===== src/verilog/sar_regs.vh =====
`ifndef SAR_CONV_REGS_VH
`define SAR_CONV_REGS_VH

// ****************************************************************
// Word format and approximation sequence
// ****************************************************************
`define SAR_RES_BITS 13
`define SAR_MSB 12
`define SAR_STEP_W 4
`define SAR_FIRST_STEP 4'hC
`define SAR_LAST_STEP 4'h0
`define SAR_TRIAL_START 13'h1000
`define SAR_SIGN_FLIP 13'h1000
`define SAR_WORD_ZERO 13'h0000

// ****************************************************************
// Result buffer
// ****************************************************************
`define SAR_FIFO_DEPTH 32
`define SAR_FIFO_AW 5

`endif

===== src/verilog/sar_conversion_serial_readout.v =====
// Behaviour
// RL1: A falling edge on the convert strobe ends sampling and starts a conversion.
// RL2: Each shift clock falling edge makes one approximation decision on the 13-bit array.
// RL3: Results are 13-bit two's complement words; the top bit is the sign.
// RL4: Bits shifted out during a cycle belong to the previous conversion.
// RL5: One result per strobe cycle, up to 5Msps, latency exactly one cycle.
// RL6: Fully differential codes run from 1 0000 0000 0000 to 0 1111 1111 1111.
// RL7: Fully differential drive uses all 2^13 codes over twice the reference.
// RL8: Pseudo-differential drive covers 2^12 codes and still codes over/under range.
// RL9: Pseudo-differential bipolar codes run from 11 000 0000 0000 to 00 111 1111 1111.
// RL10: Host clamps out-of-span pseudo-differential codes itself if it must.
// RL11: One code step equals 1mV at a 4.096V reference, scaling with it.
// RL12: All input kinds are coded identically; there is no mode setting.
// RL13: Strobe high keeps sampling; strobe low starts conversion and releases data.
// RL14: Result goes out MSB first, one new bit per shift clock falling edge.
// RL15: Board straps the interface select pin for the output signalling.
// RL16: Host supplies at least 13 falling edges per cycle and assembles the word.
// RL17: Host discards the first word after conversions start.
`timescale 1ns/1ns
`default_nettype none
`include "sar_regs.vh"

// ****************************************************************
// Result FIFO
// ****************************************************************
module sar_fifo #(
  parameter WIDTH = 13,
  parameter DEPTH = 32,
  parameter AW = 5
) (
  input wire clk_sys,
  input wire rst_n,
  input wire [WIDTH-1:0] inData,
  input wire inValid,
  output wire inReady,
  output wire [WIDTH-1:0] outData,
  output wire outValid,
  input wire outReady
);
  reg [WIDTH-1:0] mem [0:DEPTH-1];
  reg [AW-1:0] wrPtr_q;
  reg [AW-1:0] rdPtr_q;
  reg [AW:0] count_q;
  wire doWrite;
  wire doRead;

  assign inReady = (count_q != DEPTH[AW:0]);
  assign outValid = (count_q != {(AW+1){1'b0}});
  assign outData = mem[rdPtr_q];
  assign doWrite = inValid & inReady;
  assign doRead = outValid & outReady;

  always @(posedge clk_sys) begin
    if (doWrite) begin
      mem[wrPtr_q] <= inData;
    end
  end

  always @(posedge clk_sys) begin
    if (!rst_n) begin
      wrPtr_q <= {AW{1'b0}};
      rdPtr_q <= {AW{1'b0}};
      count_q <= {(AW+1){1'b0}};
    end else begin
      if (doWrite) begin
        wrPtr_q <= wrPtr_q + 1'b1;
      end
      if (doRead) begin
        rdPtr_q <= rdPtr_q + 1'b1;
      end
      if (doWrite && !doRead) begin
        count_q <= count_q + 1'b1;
      end else if (doRead && !doWrite) begin
        count_q <= count_q - 1'b1;
      end
    end
  end
endmodule

// ****************************************************************
// Converter control and serial readout
// ****************************************************************
module sar_conversion_serial_readout (
  input wire clk_sys,
  input wire rst_n,
  input wire convert_strobe_n,
  input wire sck,
  input wire compAbove,
  output reg sdo_q,
  output reg sdoEn_q,
  output reg [`SAR_MSB:0] capApproxArray_q,
  output reg sampling_q,
  output reg converting_q
);
  reg cnvMeta_q;
  reg cnvSync_q;
  reg cnvPrev_q;
  reg sckMeta_q;
  reg sckSync_q;
  reg sckPrev_q;
  reg compMeta_q;
  reg compSync_q;
  reg [`SAR_STEP_W-1:0] step_q;
  reg [`SAR_MSB:0] shift_q;
  reg [`SAR_MSB:0] result_q;
  reg pending_q;
  wire cnvFall;
  wire cnvRise;
  wire sckFall;
  wire fifoInReady;
  wire [`SAR_MSB:0] fifoOutData;
  wire fifoOutValid;
  wire fifoPop;
  wire [`SAR_MSB:0] decided;

  // Resolves the current bit from the comparator and proposes the next lower one.
  function [`SAR_MSB:0] sarStep;
    input [`SAR_MSB:0] trial;
    input [`SAR_STEP_W-1:0] idx;
    input above;
    reg [`SAR_MSB:0] t;
    begin
      t = trial;
      t[idx] = above;
      if (idx != `SAR_LAST_STEP) begin
        t[idx - 1'b1] = 1'b1;
      end
      sarStep = t;
    end
  endfunction

  assign cnvFall = cnvPrev_q & ~cnvSync_q;
  assign cnvRise = ~cnvPrev_q & cnvSync_q;
  assign sckFall = sckPrev_q & ~sckSync_q;
  assign decided = sarStep(capApproxArray_q, step_q, compSync_q);
  assign fifoPop = cnvFall & fifoOutValid;

  // Both pins and the comparator come from outside the clock domain.
  always @(posedge clk_sys) begin
    if (!rst_n) begin
      cnvMeta_q <= 1'b1;
      cnvSync_q <= 1'b1;
      cnvPrev_q <= 1'b1;
      sckMeta_q <= 1'b0;
      sckSync_q <= 1'b0;
      sckPrev_q <= 1'b0;
      compMeta_q <= 1'b0;
      compSync_q <= 1'b0;
    end else begin
      cnvMeta_q <= convert_strobe_n;
      cnvSync_q <= cnvMeta_q;
      cnvPrev_q <= cnvSync_q;
      sckMeta_q <= sck;
      sckSync_q <= sckMeta_q;
      sckPrev_q <= sckSync_q;
      compMeta_q <= compAbove;
      compSync_q <= compMeta_q;
    end
  end

  always @(posedge clk_sys) begin
    if (!rst_n) begin
      sampling_q <= 1'b1;
      converting_q <= 1'b0;
      sdoEn_q <= 1'b0;
      sdo_q <= 1'b0;
      step_q <= `SAR_FIRST_STEP;
      capApproxArray_q <= `SAR_WORD_ZERO;
      shift_q <= `SAR_WORD_ZERO;
      result_q <= `SAR_WORD_ZERO;
      pending_q <= 1'b0;
    end else begin
      if (pending_q && fifoInReady) begin
        pending_q <= 1'b0;
      end
      if (cnvFall) begin
        sampling_q <= 1'b0; // [RL1] [RL13]
        converting_q <= 1'b1; // [RL1]
        step_q <= `SAR_FIRST_STEP;
        capApproxArray_q <= `SAR_TRIAL_START;
        sdoEn_q <= 1'b1; // [RL13]
        // The word loaded here was finished in the previous cycle. [RL4] [RL5]
        if (fifoOutValid) begin
          shift_q <= {fifoOutData[`SAR_MSB-1:0], 1'b0};
          sdo_q <= fifoOutData[`SAR_MSB]; // [RL14]
        end else begin
          shift_q <= `SAR_WORD_ZERO;
          sdo_q <= 1'b0;
        end
      end else if (cnvRise) begin
        // A conversion short of edges is dropped rather than emitted half built.
        sampling_q <= 1'b1; // [RL13]
        converting_q <= 1'b0;
        sdoEn_q <= 1'b0;
      end else if (sckFall) begin
        if (sdoEn_q) begin
          sdo_q <= shift_q[`SAR_MSB]; // [RL14]
          shift_q <= {shift_q[`SAR_MSB-1:0], 1'b0};
        end
        if (converting_q && !pending_q) begin
          capApproxArray_q <= decided; // [RL2]
          if (step_q == `SAR_LAST_STEP) begin
            converting_q <= 1'b0;
            pending_q <= 1'b1;
            // Offset-binary trial becomes two's complement by flipping the sign bit;
            // every input kind gets this same coding. [RL3] [RL6] [RL7] [RL8] [RL9] [RL11] [RL12]
            result_q <= decided ^ `SAR_SIGN_FLIP;
          end else begin
            step_q <= step_q - 1'b1; // [RL2]
          end
        end
      end
    end
  end

  sar_fifo #(
    .WIDTH(`SAR_RES_BITS),
    .DEPTH(`SAR_FIFO_DEPTH),
    .AW(`SAR_FIFO_AW)
  ) sar_fifo_inst (
    .clk_sys(clk_sys),
    .rst_n(rst_n),
    .inData(result_q),
    .inValid(pending_q),
    .inReady(fifoInReady),
    .outData(fifoOutData),
    .outValid(fifoOutValid),
    .outReady(fifoPop)
  );
endmodule

`default_nettype wire


===== config.mk =====
export PLATFORM = sky130hd
export DESIGN_NAME = sar_conversion_serial_readout
export DESIGN_NICKNAME = d
export VERILOG_FILES = /design/src/verilog/sar_conversion_serial_readout.v
export VERILOG_INCLUDE_DIRS = /design/src /design/src/verilog
export SDC_FILE = /design/constraint.sdc
export NUM_CORES = 1
export LEC_CHECK = 0
export BUFFER_PORTS_ARGS = -buffer_cell sky130_fd_sc_hd__clkbuf_2
export CAP_MARGIN = 20
export CORE_MARGIN = 2
export CORE_UTILIZATION = 30
export DETAILED_ROUTE_END_ITERATION = 10
export SYNTH_ARGS = -nofsm -noshare
export SYNTH_HDL_FRONTEND = slang
export SYNTH_HIERARCHICAL = 1
export SYNTH_SLANG_ARGS = --single-unit

===== constraint.sdc =====
create_clock -name clk_sys -period 3.13 [get_ports clk_sys]
set_input_delay 0.4695 -clock clk_sys [delete_from_list [all_inputs] [get_ports clk_sys]]
set_output_delay 0.4695 -clock clk_sys [all_outputs]
set_load 0.03 [all_outputs]

-- Word-level counts from Yosys, hierarchy flattened
Memory sizes are Yosys's and may differ from the RTL's. A register that Yosys moved wholly into a read port is not among the register bits.
Index checks and enable logic that the tools add are counted.
- input bits: 5
- logic and storage cells: 116
- bits in registers: 72
- memories kept: 1
- output and inout bits: 17
- bits in writable memories: 416
- add/subtract/negate cells: 5
- bitwise logic cells: 15
- reductions and logical operators: 27
- magnitude comparators: 4
- muxes and demuxes: 41
- equal/unequal tests: 2
- memory list (name ; words ; bits a word ; rd ports ; clocked after memory_dff ; write ports ; RTL line ; source):
    sar_fifo_inst.mem ; 32 ; 13 ; 1 ; 1 ; 1 ; sar_conversion_serial_readout.v:40 ; reg [WIDTH-1:0] mem [0:DEPTH-1];
- operators by type and width (cell ; count):
    $mux 13 ; 10
    $mux 1 ; 24
    $bwmux 13 ; 1
    $or 13x13->13 ; 1
    $mux 6 ; 2
    $reduce_and 3->1 ; 4
    $add 5x1->5 const B ; 2
    $lt 4x5->1 const B ; 2
    $mux 5 ; 2
    $reduce_bool 2->1 ; 5
    $reduce_bool 3->1 ; 3
    $demux 1 s4 ; 2
    $ge 4x1->1 const B ; 2
    $not 1->1 ; 8
    $add 6x1->6 const B ; 1
    $and 1x1->1 ; 6
    $logic_and 1x1->1 ; 6
    $ne 6x6->1 const B ; 1
    $reduce_bool 6->1 ; 1
    $sub 6x1->6 const B ; 1
    $reduce_and 5->1 ; 1
    $logic_not 4->1 ; 1
    $reduce_and 4->1 ; 1
    $reduce_bool 4->1 ; 1
    other kinds (4) ; 6

-- Longest topological paths before layout
Gate-level depths: netlist (run 1).
- word-level depth: 11
- depth in mapped cells: 14
- mapped depth without buffers: 12

-- Modules after synthesis
The synthesis (run 1) kept the hierarchy.
- modules (own cells, without submodules) (module ; area each (µm²) ; times used ; cells an instance ; seq. area each (µm²)):
    sar_fifo ; 17125.2 ; 1 ; 907 ; 12912.4
    sar_conversion_serial_readout ; 2548.7 ; 1 ; 288 ; 1101.1

-- Worst setup path before layout (run 1)
No wires, ideal clock.
- kind: reg-to-reg
- from: register sar_fifo_inst.count_q[4]
- to: register sar_fifo_inst.count_q[5]
- cell stages (with the launch flop): 15
- path buffers: 2
- library setup time: 0.129 ns
- slack: -0.043 ns
- required time: 3.001 ns
- clock period less this slack: 3.173 ns
- arrival time: 3.044 ns
- cell sequence: dfxtp_1 -> or4_4 -> buf_6 -> nor2_1 -> nand2_1 -> and2_0 -> buf_2 -> o31ai_4 -> ha_1 -> inv_1 -> ha_1 -> a211o_1 -> o221a_2 -> o21ai_0 -> nand4b_1
- longest elaborated chain between the ends: 6
- elaborated cells on any way between the ends: 14
- those cells by class: add/sub (2); eq/ne (1); mux (2); bitwise (3); reduce/logical (6)
- ends and longest elaborated chain (what ; RTL line ; source):
    from (decl) ; sar_conversion_serial_readout.v:43 ; reg [AW:0] count_q;
    from (signal assigned) ; sar_conversion_serial_readout.v:63 ; count_q <= {(AW+1){1'b0}};
    from (signal assigned) ; sar_conversion_serial_readout.v:72 ; count_q <= count_q + 1'b1;
    from (signal assigned) ; sar_conversion_serial_readout.v:74 ; count_q <= count_q - 1'b1;
    $reduce_bool 6->1 (*) ; sar_conversion_serial_readout.v:48 ; assign outValid = (count_q != {(AW+1){1'b0}});
    named net fifoOutValid ; sar_conversion_serial_readout.v:112 ; wire fifoOutValid;
    $and 1x1->1 (*) ; sar_conversion_serial_readout.v:136 ; assign fifoPop = cnvFall & fifoOutValid;
    named net fifoPop ; sar_conversion_serial_readout.v:113 ; wire fifoPop;
    $and 1x1->1 (*) ; sar_conversion_serial_readout.v:51 ; assign doRead = outValid & outReady;
    $logic_not 1->1 ; sar_conversion_serial_readout.v:71 ; if (doWrite && !doRead) begin
    $logic_and 1x1->1 ; sar_conversion_serial_readout.v:71 ;
    $mux 6 / $reduce_bool 2->1 (equally long branches) ; -- ;
The timed path passes the listed nets; every way through them passes the cells marked *. The select of a mux whose other input is x is not followed.
A chain may end at the register's enable or synchronous reset.

-- Worst setup path in the final report (run 1)
- from: register sar_fifo_inst.count_q[0]
- to: register sar_fifo_inst.count_q[5]
- longest elaborated chain between the ends: 6
- elaborated cells on any way between the ends: 14
- those cells by class: add/sub (2); eq/ne (1); mux (2); bitwise (3); reduce/logical (6)
- ends and longest elaborated chain (what ; RTL line):
    $reduce_bool 6->1 (*) ; sar_conversion_serial_readout.v:48
    named net fifoOutValid ; sar_conversion_serial_readout.v:112
    $and 1x1->1 ; sar_conversion_serial_readout.v:136
    $and 1x1->1 (*) ; sar_conversion_serial_readout.v:51
    $logic_not 1->1 ; sar_conversion_serial_readout.v:71
    $logic_and 1x1->1 ; sar_conversion_serial_readout.v:71
    $mux 6 / $reduce_bool 2->1 (equally long branches) ; --
Marks and branches as above.

==> flow_summary_export.csv, run 1 <==
group,metric,value,unit
worst_setup_path,cp_data_required_time,3580,ps
grt,use_met3,0.0250,
power_and_ir_drop,pwr-share-comb,0.006,
floorplan,core_area,64700,um2
timing,rsz0062_at_grt,"false",
grt,grt_pass1_vias,10700,
grt,grt_pass1_wl,67.1,mm
worst_setup_path,critPathTopFamily,"simple AND/OR/NAND/NOR gates",
grt,met1_usage,0.178,
worst_setup_path,r2r_slack,150,ps
yosys,avgSynthCellArea,16.5,um2
worst_setup_path,critPathLaunchType,"register",
yosys,syn_area,19700,um2
timing,worst_clock_skew,16.9,ps
timing,period_share,0.951,
finish,areaGrowthSynthToFinish,15.9,%
timing,fin_setup_tns,0,ps
yosys,synth_seq_cells,492,
yosys,syn_inst,1195,
finish,multiInputGateArea,5260,um2
timing,setup_viol,0,
worst_setup_path,crit_path_top_delay_cell,"or4_4",
worst_setup_path,crit_arrival,3430,ps
route,ant_nets,0,
worst_setup_path,r2r-end,"sar_fifo_inst/count_q[5]",
timing,worst_pin_slew,1050,ps
finish,seqCellArea,14000,um2
timing,fmax,336,MHz
floorplan,die_area,67600,um2
yosys,syn_nets,1218,
route,route.detailed.drc,0,
clock_network,htreeDepth,2,
yosys,synth_xor_area_frac,0.00401,
finish,fin_util,0.352,
clock_network,clk_root_buffer_cell,"clkbuf_16",
yosys,synth_common_cells,"edfxtp_1, mux2i_1, dfxtp_1, nor2_1, a22oi_1",
run,max-cap-violations,0,
clock_network,hold_buffers,0,
status,status,"complete, no violations",
floorplan,die_w,260,um
clock_network,clockBufferDepth,3,
power_and_ir_drop,internal_power,10500,uW
worst_setup_path,crit_path_max_fanout,7,
yosys,synth_area_leaders,"edfxtp_1, dfxtp_1, mux4_2",
timing,slew_headroom,0.297,
yosys,yosysUniqueCellTypes,71,
place,port_buffers,21,
yosys,synth_fa_ha_area_frac,0.0118,
grt,overflow,0,
clock_network,cts_made_buffers,50,
power_and_ir_drop,p_leak,0.00636,uW
floorplan,die_h,260,um
power_and_ir_drop,clock_power_share,0.455,
worst_setup_path,reg2reg_from,"sar_fifo_inst/count_q[0]",
route,routed_wl,45.0,mm
finish,nets,1297,
yosys,muxShareOfSynthArea,0.120,
worst_setup_path,path_class,"reg -> reg",
worst_setup_path,path_cells,"or4_4, nor2_1, nand2_1, and2_0, o31ai_4, ha_2, inv_2, ha_1, a211o_1, o221a_2, o21ai_0, nand4b_1",
yosys,synth_compound_area_frac,0.0747,
clock_network,ctsResizeCount,0,
route,wl_per_cell,20.7,um
worst_hold_path,min_to,"cnvMeta_q",
finish,drive_gt1_frac,0.199,
clock_network,cts_setup_buffers,0,
place,place_hpwl,27.0,mm
route,routed_via_density,5.00,
worst_setup_path,ff2ff_path_depth,12,
power_and_ir_drop,ir_drop,0.384,mV
clock_network,path_clk_slew,60,ps
worst_setup_path,end_kind,"register",
yosys,netlist.area_leader.share,0.635,
yosys,synth-simple-area-share,0.0557,
floorplan,num_rows,93,
yosys,synth_warnings,6,
power_and_ir_drop,p_sw,2530,uW
grt,antenna_found_initial,0,
power_and_ir_drop,p_per_area,571,nW/um2
grt,grt-busiest-layer,"met2",
clock_network,cts.sinks,492,
worst_setup_path,path_buf_inv,1,
grt,grtUsageTotal,0.132,
yosys,synth.most_common_cell,"edfxtp_1",
worst_hold_path,holdPathStages,2,
clock_network,insertion_delay,590,ps
power_and_ir_drop,finalPower,13000,uW
route,drtIter0Drc,957,
place,finalWeightedCongestion,0.799,
floorplan,start_util,0.304,
power_and_ir_drop,pwr-share-seq,0.539,
yosys,synth_top_family_by_area,"multiplexers",
worst_hold_path,min_from,"convert_strobe_n",
timing,whs,80.8,ps
yosys,synth_edf_count,416,
route,firstDrtPassIters,6,
yosys,ys.flop_type,"edfxtp_1",
power_and_ir_drop,sw_frac_of_total,0.194,
timing,finalHoldViolCount,0,
floorplan,ios,22,
yosys,synthArstFlopShare,0,
clock_network,tritoncts,"done",
timing,period_needed,2980,ps
worst_setup_path,max_stage_delay,520,ps
timing,finalMaxSlewViolations,0,
worst_hold_path,hp-class,"in -> reg",
grt,grtUsageMet2,0.215,
finish,fillers,6160,
yosys,yosysSeqAreaShare,0.712,
route,vias,10900,
grt,grt_max_degree,58,
yosys,yosysTopAreaCell,"edfxtp_1",
## power groups by stage
stage | logic [uW] | registers, uW | clock network (uW)
floorplan | 48.5 | 7170 | 0
global placement | 72.4 | 7160 | 0
detailed placement | 74.0 | 7160 | 0
CTS | 74.6 | 7020 | 6060
global route | 82.7 | 7020 | 6310
finish | 73.5 | 7020 | 5930
## layer usage
layer  up-vias  part of all wire
met2       287              0.49
met3        75             0.052
met5         -                 0
met4         0             0.025
li1       4906                 -
met1      5583              0.43
## cell type report
type / count / area share
timing repair buffer: 99 / 0.0323
sequential: 492 / 0.615
clock inverter: 28 / 0.0107
tap: 855 / 0.0469
multi-input combinational: 610 / 0.231
clock buffer: 65 / 0.0609
inverter: 21 / 0.00346
antenna: 2 / 0.000220
## cell usage in the layout (no fill, tap or decap), types with 13 or more instances in the layout
master / n
ha_1: 16
inv_1: 17
a22oi_1: 64
nor2_1: 73
buf_4: 74
o21ai_0: 16
nand3_1: 47
mux2i_1: 110
a221oi_1: 14
clkbuf_16: 51
clkbuf_2: 21
a22o_1: 13
edfxtp_1: 416
a211oi_1: 13
dfxtp_1: 74
nand2_1: 22
mux4_2: 52
a21oi_1: 32
## worst reg2reg max path, stage by stage (launching register included)
cell and delay, ps:
dfxtp_1 340, or4_4 520, nor2_1 130, nand2_1 60, and2_0 210, o31ai_4 100
ha_2 300, inv_2 100, ha_1 350, a211o_1 310, o221a_2 240, o21ai_0 70
nand4b_1 100
## state kept, by name, summed over array words and instances (netlist names), 4 cells and up, named ones only
signal                 cells
sar_fifo_inst/mem        416
shift_q                   12
sar_fifo_inst/count_q      6
result_q                  13
capApproxArray_q          13
sar_fifo_inst/rdPtr_q      5
step_q                     4
sar_fifo_inst/wrPtr_q      5
## stage by stage
| step | cells | setup slack (ps) | area [um2] |
|---|---|---|---|
| 2_1_floorplan | 1195 | 15.4 | 19700 |
| 3_3_place_gp | 2076 | 135 | 21100 |
| 3_5_place_dp | 2077 | 86.2 | 21200 |
| 4_1_cts | 2170 | 70.8 | 22800 |
| 5_1_grt | 2170 | 2.94 | 22800 |
| 6_report | 2172 | 154 | 22800 |
## how the worst max path moves through the flow
stage	start	depth (start not counted)	end	slack, ps
CTS	sar_fifo_inst/count_q[4]	11	sar_fifo_inst/count_q[4]	70
global placement	sar_fifo_inst/count_q[0]	12	sar_fifo_inst/count_q[5]	140
finish	sar_fifo_inst/count_q[0]	12	sar_fifo_inst/count_q[5]	150
floorplan	sar_fifo_inst/count_q[4]	14	sar_fifo_inst/count_q[5]	20
global route	sar_fifo_inst/count_q[0]	11	sar_fifo_inst/count_q[5]	3
detailed placement	sar_fifo_inst/count_q[4]	11	sar_fifo_inst/count_q[5]	90
## kinds of logic (layout without fill, tap and decap cells)
family | count (synthesis) | in the layout
adders and majority gates | 18 | 18
AOI/OAI and AO/OA | 199 | 199
and+or+nand+nor | 214 | 214
muxes | 170 | 170
xor gates and xnor gates | 9 | 9
DFF | 492 | 492
buffers and inverters | 93 | 213
other | 0 | 2
No activity file was read; power rests on OpenSTA's default activity.
==> run 2: changes to the inputs <==
--- a/config.mk
+++ b/config.mk
@@ -6,7 +6,7 @@
 export SDC_FILE = /design/constraint.sdc
 export NUM_CORES = 1
 export LEC_CHECK = 0
-export BUFFER_PORTS_ARGS = -buffer_cell sky130_fd_sc_hd__clkbuf_2
+export BUFFER_PORTS_ARGS = -buffer_cell sky130_fd_sc_hd__buf_2
 export CAP_MARGIN = 20
 export CORE_MARGIN = 2
 export CORE_UTILIZATION = 30
==> flow_summary_export.csv, run 2 (synthesized netlist as in run 1, its figures left out) <==
group,metric,value,unit
timing,period_needed,3000,ps
grt,antenna_found_initial,0,
power_and_ir_drop,p_per_area,565,nW/um2
clock_network,cts_made_buffers,51,
finish,top_regs,"sar_fifo_inst/mem x416, capApproxArray_q x13, result_q x13",
floorplan,core_area,64700,um2
worst_setup_path,max_stage_delay,540,ps
timing,setup_viol,0,
worst_setup_path,path_buf_inv,1,
timing,period_share,0.958,
floorplan,die_w,260,um
floorplan,die_h,260,um
finish,final_cell_area,22800,um2
timing,worst_pin_slew,1060,ps
worst_setup_path,critPathTopFamily,"simple AND/OR/NAND/NOR gates",
floorplan,ios,22,
floorplan,die_area,67600,um2
clock_network,clockBufferDepth,3,
worst_setup_path,path_class,"reg -> reg",
worst_hold_path,hp-class,"in -> reg",
finish,final_cell_mix,"edfxtp_1, mux2i_1, dfxtp_1",
timing,finalHoldViolCount,0,
timing,slew_headroom,0.296,
run,max-cap-violations,0,
finish,nets,1295,
route,routed_wl,44.2,mm
worst_setup_path,critPathLaunchType,"register",
route,wl_per_cell,20.4,um
grt,grt_max_degree,53,
grt,grt_pass1_vias,10700,
clock_network,htreeDepth,2,
route,route.detailed.drc,0,
clock_network,path_clk_slew,60,ps
clock_network,insertion_delay,600,ps
route,drtIter0Drc,905,
place,finalWeightedCongestion,0.813,
floorplan,start_util,0.304,
worst_setup_path,crit_path_top_delay_cell,"or4_4",
place,place_area,21100,um2
grt,grt_pass1_wl,66.3,mm
worst_setup_path,crit_arrival,3460,ps
grt,grtUsageTotal,0.130,
clock_network,clk_root_buffer_cell,"clkbuf_16",
finish,final_common_cell,"edfxtp_1",
place,place_hpwl,26.6,mm
worst_setup_path,end_kind,"register",
timing,finalMaxSlewViolations,0,
clock_network,hold_buffers,0,
place,port_buffers,21,
finish,largest_register_ffs,416,
timing,fmax,333,MHz
floorplan,num_rows,93,
status,status,"complete, no violations",
route,ant_nets,0,
finish,top_register,"sar_fifo_inst/mem",
worst_setup_path,crit_path_max_fanout,7,
route,vias,10800,
route,firstDrtPassIters,5,
timing,fin_setup_tns,0,ps
worst_setup_path,cp_data_required_time,3590,ps
finish,drive_gt1_frac,0.199,
power_and_ir_drop,p_leak,0.00637,uW
power_and_ir_drop,ir_drop,0.466,mV
worst_setup_path,path_cells,"or4_4, nor2_1, nand2_1, and2_0, o31ai_4, ha_4, clkinvlp_4, ha_1, nor2b_1, o21a_1, o21a_1, o41ai_1",
grt,overflow,0,
finish,areaGrowthSynthToFinish,15.9,%
worst_setup_path,crit_top_cell,"o21a_1",
timing,worst_clock_skew,28.6,ps
clock_network,cts.sinks,492,
route,routed_via_density,4.95,
clock_network,tritoncts,"done",
run 2: cell count changes in the layout (fill, tap and decap cells not counted), moves of 3 or more:
cell | previous run | this run
buf_2 | 0 | 21
buf_4 | 74 | 70
clkbuf_1 | 8 | 12
clkbuf_2 | 21 | 1
clkinv_1 | 11 | 8
clkinv_2 | 7 | 11
clkinvlp_4 | 4 | 1
run 2: final timing paths:
check        cells after the start                        to                     start  slack [ps]
max                             12  sar_fifo_inst/count_q[4]  sar_fifo_inst/count_q[4]         130
min                              2                 cnvMeta_q          convert_strobe_n          80
max reg2reg                     12  sar_fifo_inst/count_q[4]  sar_fifo_inst/count_q[4]         130
min reg2reg                      1                 cnvSync_q                 cnvMeta_q         410
run 2: area by class of cell:
class / count / area, um2
Tap cell: 855 / 1070
Antenna cell: 3 / 7.51
Sequential cell: 492 / 14000
Fill cell: 6123 / 41900
Timing Repair Buffer: 96 / 738
Clock inverter: 24 / 179
Multi-Input combinational cell: 610 / 5280
Clock buffer: 70 / 1420
Inverter: 21 / 82.6
run 2: power breakdown:
| part | switching, uW | total [uW] | internal (uW) |
|---|---|---|---|
| clock network | 2450 | 5780 | 3330 |
| logic | 48.1 | 73.1 | 25.1 |
| registers | 9.47 | 7020 | 7010 |
| total | 2500 | 12900 | 10400 |
run 2: per-layer routing:
metal	up-vias	share of wire	track usage
met5	-	0	0
met4	0	0.029	0.0444
met3	75	0.050	0.0283
met2	284	0.48	0.210
met1	5499	0.44	0.173
li1	4897	-	-
run 2: per-stage QoR:
stage	util	setup slack (ps)	hold WS, ps	std cells	power (uW)
3_3_place_gp	0.327	134	400	2072	7230
5_1_grt	0.352	-5.89	62.7	2168	13300
4_1_cts	0.351	66.1	44.2	2166	13000
6_report	0.352	130	76.9	2171	12900
2_1_floorplan	-	15.4	386	1195	7210
3_5_place_dp	0.327	80.4	397	2072	7240
run 2: timing repair:
action / CTS / global route
setup endpoints to repair: 0 / 3
gates resized for setup: 0 / 4
buffers inserted: 0 / 1
==> run 3: changes to the inputs <==
==> constraint.sdc (replaced) <==
create_clock -name clk_sys -period 3.9 [get_ports clk_sys]
set_input_delay 0.585 -clock clk_sys [delete_from_list [all_inputs] [get_ports clk_sys]]
set_output_delay 0.585 -clock clk_sys [all_outputs]
set_load 0.03 [all_outputs]
==> flow_summary_export.csv, run 3 (synthesized netlist as in run 1, its figures left out) <==
group,metric,value,unit
finish,final_cell_mix,"edfxtp_1, mux2i_1, dfxtp_1",
status,status,"complete, no violations",
finish,final_cell_area,22800,um2
clock_network,cts_made_buffers,51,
grt,grt_pass1_wl,66.3,mm
floorplan,die_area,67600,um2
worst_setup_path,crit_top_cell,"ha_1",
worst_setup_path,max_stage_delay,610,ps
worst_setup_path,crit_path_top_delay_cell,"or4_4",
finish,fillers,6143,
power_and_ir_drop,p_sw,2030,uW
clock_network,insertion_delay,600,ps
worst_hold_path,hp-class,"in -> reg",
clock_network,hold_buffers,0,
run,max-cap-violations,0,
power_and_ir_drop,sw_frac_of_total,0.190,
grt,grt_pass1_vias,10700,
grt,grtUsageTotal,0.130,
finish,top_register,"sar_fifo_inst/mem",
power_and_ir_drop,pwr-share-comb,0.005,
clock_network,tritoncts,"done",
power_and_ir_drop,internal_power,8660,uW
worst_hold_path,holdPathStages,2,
finish,drive_gt1_frac,0.189,
timing,setup_viol,0,
worst_hold_path,min_from,"convert_strobe_n",
worst_setup_path,crit_arrival,3690,ps
power_and_ir_drop,p_leak,0.00662,uW
clock_network,clk_root_buffer_cell,"clkbuf_16",
grt,overflow,0,
finish,final_common_cell,"edfxtp_1",
worst_setup_path,r2r-end,"sar_fifo_inst/count_q[5]",
timing,worst_clock_skew,29.3,ps
grt,grt_max_degree,72,
clock_network,cts_setup_buffers,0,
place,place_area,21000,um2
clock_network,cts.sinks,492,
finish,largest_register_ffs,416,
route,drtIter0Drc,802,
power_and_ir_drop,pwr-share-seq,0.527,
worst_hold_path,min_to,"cnvMeta_q",
clock_network,path_clk_slew,60,ps
timing,fin_setup_tns,0,ps
clock_network,ctsResizeCount,0,
timing,finalMaxSlewViolations,0,
power_and_ir_drop,clock_power_share,0.467,
place,place_hpwl,26.2,mm
route,vias,10700,
timing,worst_pin_slew,1040,ps
grt,antenna_found_initial,2,
floorplan,die_h,260,um
power_and_ir_drop,p_per_area,469,nW/um2
floorplan,ios,22,
route,firstDrtPassIters,5,
route,wl_per_cell,20.4,um
timing,whs,184,ps
worst_setup_path,path_buf_inv,1,
clock_network,clockBufferDepth,3,
floorplan,start_util,0.304,
worst_setup_path,cp_data_required_time,4350,ps
timing,period_share,0.831,
timing,period_needed,3240,ps
floorplan,die_w,260,um
timing,finalHoldViolCount,0,
route,routed_via_density,4.97,
floorplan,core_area,64700,um2
route,ant_nets,0,
route,route.detailed.drc,0,
finish,top_regs,"sar_fifo_inst/mem x416, capApproxArray_q x13, result_q x13",
route,routed_wl,43.8,mm
place,port_buffers,21,
worst_setup_path,path_cells,"or4_4, nor2_1, nand2_1, and2_0, o31ai_4, ha_1, inv_1, ha_1, a211o_1, o221a_2, o21ai_0, nand4b_1",
worst_setup_path,ff2ff_path_depth,12,
clock_network,htreeDepth,2,
timing,fmax,308,MHz
worst_setup_path,r2r_slack,660,ps
place,finalWeightedCongestion,0.854,
worst_setup_path,end_kind,"register",
finish,areaGrowthSynthToFinish,15.8,%
worst_setup_path,critPathLaunchType,"register",
timing,rsz0062_at_grt,"false",
worst_setup_path,crit_path_max_fanout,7,
power_and_ir_drop,ir_drop,0.297,mV
worst_setup_path,reg2reg_from,"sar_fifo_inst/count_q[0]",
worst_setup_path,critPathTopFamily,"simple AND/OR/NAND/NOR gates",
timing,slew_headroom,0.306,
finish,nets,1274,
worst_setup_path,path_class,"reg -> reg",
floorplan,num_rows,93,
run 3: power by group through the flow:
stage	clock, uW	combinational [uW]	sequential, uW
finish	4990	58.3	5640
global route	5310	65.6	5630
CTS	5100	57.7	5640
detailed placement	0	57.5	5750
global placement	0	55.9	5750
floorplan	0	39.0	5750
run 3: worst max path at each step:
stage	startpoint	to	slack, ps	cells past startpoint
global placement	sar_fifo_inst/count_q[0]	sar_fifo_inst/count_q[5]	740	12
detailed placement	sar_fifo_inst/count_q[0]	sar_fifo_inst/count_q[5]	690	12
CTS	sar_fifo_inst/count_q[0]	sar_fifo_inst/count_q[5]	660	12
global route	sar_fifo_inst/count_q[0]	sar_fifo_inst/count_q[5]	410	12
floorplan	sar_fifo_inst/count_q[4]	sar_fifo_inst/count_q[5]	730	14
finish	sar_fifo_inst/count_q[0]	sar_fifo_inst/count_q[5]	660	12
run 3: layout make-up:
class                      instances  area (um2)  area share
inverter                          21        78.8     0.00346
timing repair buffer              75         603      0.0265
clock inverter                    32         349      0.0153
sequential                       492       14000       0.615
antenna                            1        2.50    0.000110
multi-input combinational        610        5260       0.231
clock buffer                      63        1400      0.0613
tap                              855        1070      0.0470
run 3: routing by layer:
metal,part of all wire,track usage,vias to the layer above
met5,0,0,-
met4,0.022,0.0359,0
met3,0.056,0.0302,67
met2,0.49,0.215,264
met1,0.43,0.170,5508
li1,-,-,4850
run 3: worst register-to-register path, cell delays in order (launching register included):
cell and delay (ps):
dfxtp_1 340, or4_4 610, nor2_1 160, nand2_1 70, and2_0 210, o31ai_4 100
ha_1 330, inv_1 190, ha_1 370, a211o_1 300, o221a_2 250, o21ai_0 90
nand4b_1 100
run 3: metrics by stage:
step	power, uW	worst slack (ps)	utilization	std cells
final	10700	658	0.352	2149
after detailed placement	5810	690	0.324	2049
after global placement	5800	736	0.324	2048
after CTS	10800	660	0.351	2144
after floorplan	5790	727	-	1195
after global routing	11000	414	0.352	2148
